--- src/logic/eqf_regs.svh ---
`ifndef EQF_REGS_SVH
`define EQF_REGS_SVH

// ****************************************************************
// Register indices (byte address is four times the index)
// ****************************************************************
`define EQF_TAP4_IDX        14'h041E
`define EQF_CENTER_IDX      14'h0420
`define EQF_TAP6_IDX        14'h0423
`define EQF_TAP7_IDX        14'h0425
`define EQF_TAP8_IDX        14'h0427
`define EQF_TAP4_ADDR       ({`EQF_TAP4_IDX, 2'b00})
`define EQF_CENTER_ADDR     ({`EQF_CENTER_IDX, 2'b00})
`define EQF_TAP6_ADDR       ({`EQF_TAP6_IDX, 2'b00})
`define EQF_TAP7_ADDR       ({`EQF_TAP7_IDX, 2'b00})
`define EQF_TAP8_ADDR       ({`EQF_TAP8_IDX, 2'b00})

// ****************************************************************
// Field layout and reset values
// ****************************************************************
`define EQF_COEF_W          12
`define EQF_COEF_MSB        11
`define EQF_CENTER_W        18
`define EQF_CENTER_MSB      17
`define EQF_NUM_TAPS        9
`define EQF_COEF_RST        12'h000
`define EQF_CENTER_RST      18'h0_0000

`endif

--- src/logic/eqf_pkg.sv ---
`default_nettype none

package eqf_pkg;

    // Register select, one-hot
    typedef enum logic [5:0] {
        SEL_NONE   = 6'b00_0001,
        SEL_TAP4   = 6'b00_0010,
        SEL_CENTER = 6'b00_0100,
        SEL_TAP6   = 6'b00_1000,
        SEL_TAP7   = 6'b01_0000,
        SEL_TAP8   = 6'b10_0000
    } eqf_sel_t;

    // Coefficients held by this bank
    typedef struct packed {
        logic signed [11:0] tap4;
        logic signed [17:0] center;
        logic signed [11:0] tap6;
        logic signed [11:0] tap7;
        logic signed [11:0] tap8;
    } eqf_coef_bank_t;

endpackage : eqf_pkg

`default_nettype wire

--- src/logic/eqf_coef_bank.sv ---
// What this block does
// - Fourth tap: 12-bit signed, bits 11:0
// - Center tap: 18-bit signed in 32-bit register
// - Sixth tap register drives sixth filter tap
// - Seventh tap register drives seventh filter tap
// - Single-channel mode uses same tap mapping
// - Readback forces coefficient field MSB to zero
// - Eighth tap register drives eighth filter tap
//
// Chosen here: the AHB-Lite register port.
`timescale 1ns/1ps
`default_nettype none
`include "eqf_regs.svh"

module eqf_coef_bank #(
    parameter int SAMPLE_W = 12
) (
    // Clock and reset
    input  wire logic                       core_clk,
    input  wire logic                       srst,
    // AHB-Lite slave
    input  wire logic                       hsel,
    input  wire logic [31:0]                haddr,
    input  wire logic [1:0]                 htrans,
    input  wire logic                       hwrite,
    input  wire logic [2:0]                 hsize,
    input  wire logic [31:0]                hwdata,
    input  wire logic                       hready,
    output logic                            hreadyout,
    output logic [31:0]                     hrdata,
    output logic                            hresp,
    // Mode and coefficients held elsewhere
    input  wire logic                       single_chan_mode,
    input  wire logic [2:0][11:0]           lower_taps,
    input  wire logic [11:0]                tap9_coef,
    // Sample stream
    input  wire logic                       sample_valid,
    input  wire logic signed [SAMPLE_W-1:0] sample_in,
    // Results
    output eqf_pkg::eqf_coef_bank_t         coef,
    output logic                            fir_valid,
    output logic signed [SAMPLE_W+21:0]     fir_out
);

    localparam int OUT_W = SAMPLE_W + `EQF_CENTER_W + 4;

    if (SAMPLE_W < 2 || SAMPLE_W > 24) begin : g_bad_width
        $error("SAMPLE_W must lie between 2 and 24");
    end

    // ****************************************************************
    // Address decode
    // ****************************************************************
    function automatic eqf_pkg::eqf_sel_t decode(input logic [31:0] a);
        if (a[31:16] != 16'h0000) begin
            return eqf_pkg::SEL_NONE;
        end
        case (a[15:0])
            `EQF_TAP4_ADDR:   return eqf_pkg::SEL_TAP4;
            `EQF_CENTER_ADDR: return eqf_pkg::SEL_CENTER;
            `EQF_TAP6_ADDR:   return eqf_pkg::SEL_TAP6;
            `EQF_TAP7_ADDR:   return eqf_pkg::SEL_TAP7;
            `EQF_TAP8_ADDR:   return eqf_pkg::SEL_TAP8;
            default:          return eqf_pkg::SEL_NONE;
        endcase
    endfunction : decode

    // Readback of a 12-bit field with its top bit cleared
    function automatic logic [31:0] rd12(input logic [11:0] v);
        return {20'h0_0000, 1'b0, v[`EQF_COEF_MSB-1:0]};
    endfunction : rd12

    logic               addr_phase;
    eqf_pkg::eqf_sel_t  addr_sel;
    eqf_pkg::eqf_sel_t  wr_sel;
    logic               wr_pend;
    logic               wr_hit;
    logic [11:0]        next_tap4;
    logic [17:0]        next_center;
    logic [11:0]        next_tap6;
    logic [11:0]        next_tap7;
    logic [11:0]        next_tap8;
    logic [31:0]        next_rdata;

    assign addr_phase = hsel && htrans[1] && hready;
    assign addr_sel   = decode(haddr);
    assign wr_hit     = wr_pend && hready;

    // ****************************************************************
    // Coefficient write path
    // ****************************************************************
    assign next_tap4   = (wr_hit && wr_sel == eqf_pkg::SEL_TAP4) ? hwdata[11:0] : coef.tap4;
    assign next_center = (wr_hit && wr_sel == eqf_pkg::SEL_CENTER) ? hwdata[17:0] : coef.center;
    assign next_tap6   = (wr_hit && wr_sel == eqf_pkg::SEL_TAP6) ? hwdata[11:0] : coef.tap6;
    assign next_tap7   = (wr_hit && wr_sel == eqf_pkg::SEL_TAP7) ? hwdata[11:0] : coef.tap7;
    assign next_tap8   = (wr_hit && wr_sel == eqf_pkg::SEL_TAP8) ? hwdata[11:0] : coef.tap8;

    // Read mux looks at next values so a read right after a write sees it
    assign next_rdata =
        (addr_sel == eqf_pkg::SEL_TAP4)   ? rd12(next_tap4) :
        (addr_sel == eqf_pkg::SEL_CENTER) ? {14'h0000, 1'b0, next_center[`EQF_CENTER_MSB-1:0]} :
        (addr_sel == eqf_pkg::SEL_TAP6)   ? rd12(next_tap6) :
        (addr_sel == eqf_pkg::SEL_TAP7)   ? rd12(next_tap7) :
        (addr_sel == eqf_pkg::SEL_TAP8)   ? rd12(next_tap8) : 32'h0000_0000;

    always_ff @(posedge core_clk) begin
        if (srst) begin
            wr_pend   <= 1'b0;
            wr_sel    <= eqf_pkg::SEL_NONE;
            hreadyout <= 1'b1;
            hresp     <= 1'b0;
            hrdata    <= 32'h0000_0000;
            coef      <= '{`EQF_COEF_RST, `EQF_CENTER_RST, `EQF_COEF_RST, `EQF_COEF_RST, `EQF_COEF_RST};
        end else begin
            if (hready) begin
                wr_pend <= addr_phase && hwrite;
                wr_sel  <= addr_sel;
                hrdata  <= (addr_phase && !hwrite) ? next_rdata : 32'h0000_0000;
            end
            hreadyout <= 1'b1;
            hresp     <= 1'b0;
            coef      <= '{next_tap4, next_center, next_tap6, next_tap7, next_tap8};
        end
    end

    // ****************************************************************
    // Nine-tap filter datapath
    // ****************************************************************
    // Tap order is fixed; mode does not remap registers to taps
    logic signed [17:0]         taps   [`EQF_NUM_TAPS];
    logic signed [SAMPLE_W-1:0] window [`EQF_NUM_TAPS];
    logic signed [SAMPLE_W-1:0] hist   [`EQF_NUM_TAPS-1];
    logic signed [OUT_W-1:0]    next_sum;

    genvar gi;
    for (gi = 0; gi < 3; gi++) begin : g_lower
        assign taps[gi] = 18'(signed'(lower_taps[gi]));
    end
    assign taps[3] = 18'(coef.tap4);
    assign taps[4] = coef.center;
    assign taps[5] = 18'(coef.tap6);
    assign taps[6] = 18'(coef.tap7);
    assign taps[7] = 18'(coef.tap8);
    assign taps[8] = 18'(signed'(tap9_coef));

    assign window[0] = sample_in;
    for (gi = 1; gi < `EQF_NUM_TAPS; gi++) begin : g_window
        assign window[gi] = hist[gi-1];
    end

    always_comb begin
        next_sum = '0;
        for (int k = 0; k < `EQF_NUM_TAPS; k++) begin
            next_sum = OUT_W'(next_sum + OUT_W'(window[k] * taps[k]));
        end
    end

    always_ff @(posedge core_clk) begin
        if (srst) begin
            fir_valid <= 1'b0;
            fir_out   <= '0;
            for (int k = 0; k < `EQF_NUM_TAPS - 1; k++) begin
                hist[k] <= '0;
            end
        end else begin
            fir_valid <= sample_valid;
            if (sample_valid) begin
                fir_out <= next_sum;
                for (int k = 0; k < `EQF_NUM_TAPS - 1; k++) begin
                    hist[k] <= window[k];
                end
            end
        end
    end

    logic hist_zero;
    always_comb begin
        hist_zero = 1'b1;
        for (int k = 0; k < `EQF_NUM_TAPS - 1; k++) begin
            hist_zero = hist_zero && (hist[k] == '0);
        end
    end
endmodule : eqf_coef_bank

`default_nettype wire

--- config.mk ---
export PLATFORM = sky130hd
export DESIGN_NAME = eqf_coef_bank
export DESIGN_NICKNAME = d
export VERILOG_FILES = /design/src/logic/eqf_pkg.sv /design/src/logic/eqf_coef_bank.sv
export VERILOG_INCLUDE_DIRS = /design/src /design/src/logic
export SDC_FILE = /design/constraint.sdc
export NUM_CORES = 2
export LEC_CHECK = 0
export BUFFER_PORTS_ARGS = -buffer_cell sky130_fd_sc_hd__buf_2
export CORE_ASPECT_RATIO = 0.7
export CORE_UTILIZATION = 66
export DETAILED_ROUTE_END_ITERATION = 12
export MAX_ROUTING_LAYER = met4
export PLACE_DENSITY = 0.81
export SLEW_MARGIN = 25
export SYNTH_ARGS = -nofsm -noshare
export SYNTH_HDL_FRONTEND = slang
export SYNTH_SLANG_ARGS = --single-unit
--- constraint.sdc ---
create_clock -name core_clk -period 11.55 [get_ports core_clk]
set_clock_uncertainty 0.15 [all_clocks]
set_input_delay 2.31 -clock core_clk [delete_from_list [all_inputs] [get_ports core_clk]]
set_output_delay 2.31 -clock core_clk [all_outputs]
set_load 0.03 [all_outputs]
Word-level counts from Yosys, hierarchy flattened. Memories as Yosys holds them, arrays and structs flattened. Index checks and enable logic that the tools add are counted.

Input port bits: 136. Flip-flop bits (word level): 140. Word-level logic and storage cells: 96. RAM bits: 96. Output and inout port bits: 135. Memories: 1.

Memories: hist (words 8, width 12, read ports 8, clocked after Yosys merged registers in 0, wr ports 8, line eqf_coef_bank.sv:132) `` logic signed [SAMPLE_W-1:0] hist [`EQF_NUM_TAPS-1]; ``.

Bitwise logic cells: 8. Multiply operators: 9. Reductions and logical operators: 12. Equality and inequality tests: 15. Add/subtract/negate cells: 8. Multiplexer cells: 28.

Operator list (number): multiplier 12 x 12 -> 24 bit (8); two-way mux 12 bit (8); equality test 16 x 13 -> 1 bit (second input constant) (5); two-way mux 11 bit (7); two-way mux 17 bit (4); adder 33 x 24 -> 34 bit (1); adder 34 x 24 -> 34 bit (1); adder 32 x 24 -> 33 bit (1); adder 31 x 24 -> 32 bit (1); adder 27 x 30 -> 31 bit (1); multiplier 12 x 18 -> 30 bit (1); one-hot mux 6 bit (5 select lines) (1); adder 26 x 24 -> 27 bit (1); adder 25 x 24 -> 26 bit (1); adder 24 x 24 -> 25 bit (1); nonzero test 16 bit (1); equality test 6 x 2 -> 1 bit (second input constant) (2); equality test 6 x 3 -> 1 bit (second input constant) (2); equality test 6 x 4 -> 1 bit (second input constant) (2); equality test 6 x 5 -> 1 bit (second input constant) (2); equality test 6 bit (second input constant) (2); two-way mux 6 bit (2); logical AND 1 bit (10); OR 1 bit (8); other kinds (2) (7).

Depth between registers and ports, before layout.
Depth after elaboration: 10. Mapped depth: 33. Mapped depth without buffers: 32.

Least setup slack after synthesis. No wires, ideal clock.

Path kind: in2reg. Start: input port tap9_coef[3]. End: register fir_out[33]. Data arrival time: 10593 ps. Data required time: 11283 ps. Buffers on the path: 1. Cell stages on the path: 29. Path slack: 690 ps. Setup time: 117 ps. Path through: clkbuf_1 nand2_1 inv_1 fa_1 fa_1 inv_1 fa_1 inv_1 fa_1 fa_1 fa_1 inv_1 fa_1 inv_1 fa_1 fa_1 fa_1 inv_1 fa_1 inv_1 ha_1 a21oi_1 o211ai_1 nor4_1 a211oi_1 nor4_1 a31oi_1 xnor2_1 a22o_1.

Longest elaborated chain between the ends: 2.

Ends and longest elaborated chain: start: declaration (line eqf_coef_bank.sv:35) `input wire logic [11:0] tap9_coef,`; multiplier 12 x 12 -> 24 bit (line eqf_coef_bank.sv:154) `next_sum = OUT_W'(next_sum + OUT_W'(window[k] * taps[k]));`; adder 34 x 24 -> 34 bit (line eqf_coef_bank.sv:154); end signal: assignment (line eqf_coef_bank.sv:168) `fir_out <= next_sum;`; end: declaration (line eqf_coef_bank.sv:42) `output logic signed [SAMPLE_W+21:0] fir_out`.

Every way passes these cells. A chain may end at the register's enable or synchronous reset.

Final worst setup path.
Start: input port tap9_coef[0]. End: register fir_out[33].

The elaborated chain is that of the path after synthesis.

==> flow_metrics.py <==
metrics = {
    "status": {
        "status": "completed",
    },
    "clock_tree": {
        "clk_pin_slew_ps": 70,
        "cts_buffers": 27,
        "cts.sinks": 221,
        "cts-root-buf": "clkbuf_16",
        "insertion_delay_ps": 630,
        "htreeDepth": 1,
        "clk_path_buf_depth": 3,
        "cts_tree": "built",
    },
    "worst_setup_path": {
        "critical_path_class": "in2reg",
        "cpMaxStageDelayCell": "fa_1",
        "arrival_ps": 11540,
        "crit_required_ps": 11910,
        "r2r-end": "fir_out[33]",
        "reg2reg_depth": 30,
        "crit_top_cell": "fa_1",
        "endpoint_kind": "flip-flop",
        "startpoint": "tap9_coef[0]",
        "cp-start-kind": "input pin",
        "cp_max_fo": 12,
        "max_stage_delay_ps": 560,
        "r2r_setup_slack_ps": 1190,
        "crit-reg2reg-launch": "coef[24]",
    },
    "cells_and_area": {
        "drive_above_1_share_pct": 5.52,
        "fin_nets": 8910,
        "stdcell_count": 7978,
        "multi_input_area_um2": 50900,
        "finish.utilization_pct": 70.3,
        "seqCellArea_um2": 5390,
        "fillCellCount": 7033,
        "syn_to_final_growth_pct": 4.87,
    },
    "synthesis": {
        "synth_cells": 6583,
        "ys_ff_latch": 221,
        "syn_area_per_cell_um2": 9.84,
        "synth_enable_flop_cells": 96,
        "yosysWarnings": 0,
        "ys_seq_area_share_pct": 8.31,
        "synth_top_area_share_pct": 55.5,
        "netlist_top_cells_count": "inv_1 (1977), fa_1 (1796), nand2_1 (737)",
        "yosys.area.top_type": "fa_1",
        "synthTopCellsByArea": "fa_1 (56%), inv_1 (11%), ha_1 (6.4%)",
        "synthArstFlopShare_pct": 0,
        "synthDistinctLibCells": 61,
        "ys.flop_type": "dfxtp_1",
        "post-synth-top-count-cell": "inv_1",
        "synth_area_um2": 64800,
    },
    "sta": {
        "rsz0062_at_grt": "false",
        "tns_ps": 0,
        "relSlewSlack_pct": 23.0,
        "setup_violations": 0,
        "worst_slew_pin_slew_ps": 1150,
        "final.period_utilization_pct": 96.8,
        "clock.fmax_mhz": 89.4,
        "fin_crit_ps": 11180,
        "hold_violations": 0,
        "hold_slack_ps": 304,
        "timing.final.max_slew_violations": 0,
    },
    "worst_hold_path": {
        "hold_depth": 2,
        "hold_end": "hrdata[0]",
        "hp-start": "hrdata[0]",
        "hp-class": "reg2reg",
    },
    "placed_design": {
        "port_buffers": 234,
        "place_congestion": 1.02,
        "dp_hpwl_um": 156000,
        "placedCellCount": 7925,
    },
    "routing": {
        "vias_per_cell": 5.59,
        "ant_nets": 0,
        "drt_iter0_drc": 4287,
        "vias": 44570,
        "wl_per_cell_um": 22.5,
        "remaining_drc_errors": 0,
        "wirelength_um": 179000,
        "dr.pass1.iters": 6,
    },
    "global_route": {
        "grt_pass1_wl_um": 285000,
        "grt_pass1_vias": 48996,
        "grt_max_degree": 79,
        "grt_use_total_pct": 39.7,
        "antenna_found_initial": 3,
        "overflow": 0,
    },
    "floorplanning": {
        "num_rows": 95,
        "initial_core_util_pct": 67.0,
        "io_pins": 271,
        "die_area_um2": 99400,
        "die_height_um": 264,
        "die_w_um": 376,
        "core_area_um2": 96600,
    },
    "flow_run": {
        "cap_viol_max_count": 0,
    },
}
registers in the layout, indices dropped and copies added (netlist names):
signal,flops
hist,96
coef,66
fir_out,34
hrdata,17
wr_sel,6
fir_valid,1
wr_pend,1
worst max-delay path, delay by kind of cell:
kind            cells  cell delay, ps
xor+xnor            1             140
fa+ha+maj          12            5810
buf+inv            12            1420
simple gates        3             760
compound gates      5            1070
per-layer routing:
metal  wire (µm)  vias to the layer above  track usage, %
li1            -                    18509               -
met1       68300                    22797            54.8
met2       77600                     2871            56.0
met3       25200                      393            12.4
met4        8030                        0            13.6
met5           0                        -               -
cell type report:
| type | count | area share [%] |
|---|---|---|
| Sequential cell | 221 | 7.93 |
| Clock inverter | 18 | 0.286 |
| Clock buffer | 31 | 1.06 |
| Timing Repair Buffer | 299 | 2.45 |
| Antenna cell | 3 | 0.0111 |
| Tap cell | 1309 | 2.41 |
| Multi-Input combinational cell | 4117 | 74.9 |
| Inverter | 1980 | 10.9 |
worst max-delay path by stage:
stage                              to
after CTS                 fir_out[33]
after floorplan           fir_out[33]
after detailed placement  fir_out[33]
final                     fir_out[33]
after global placement    fir_out[33]
after global routing      fir_out[33]
stage by stage:
stage	setup slack [ps]	cell area (µm²)
floorplan	690	64800
global placement	22.1	67000
detailed placement	-62.1	67000
CTS	524	67900
global route	6.06	67900
finish	370	67900
cell families after synthesis:
kind of cell / share of synthesized area (%)
AOI/OAI and AO/OA: 1.56
xor gates and xnor gates: 0.541
adders and majority gates: 61.9
buffers and inverters: 13.3
DFF: 8.31
muxes: 1.40
other: 0.0116
and+or+nand+nor: 13.0
placed cells by master (no fill, tap or decap), drive strengths merged, types with 6 or more instances in the layout:
cell	instances
nor2b	50
o21ai	31
clkinv	13
o22a	8
a21oi	32
a31oi	15
and2	626
nor3	14
nand4	6
ha	332
buf	299
a211oi	9
dfxtp	125
a22o	9
mux2i	85
nor4	9
fa	1796
clkbuf	31
nand2	737
nand3	12
conb	17
edfxtp	96
nor2	139
xnor2	30
xor2	10
a21o	23
or2	11
inv	1980
o21bai	6
nand2b	60
o22ai	6
what timing repair did:
action / CTS / global route
setup endpoints to repair: 0 / 1
resized for setup: 0 / 1
endpoints found under the hold margin: 0 / 0
setup buffers: 0 / 0
hold buffers: 0 / 0
Power is left out: the tool's default activity adds up to more than one toggle a clock period on the data nets, which glitch-free logic cannot reach.
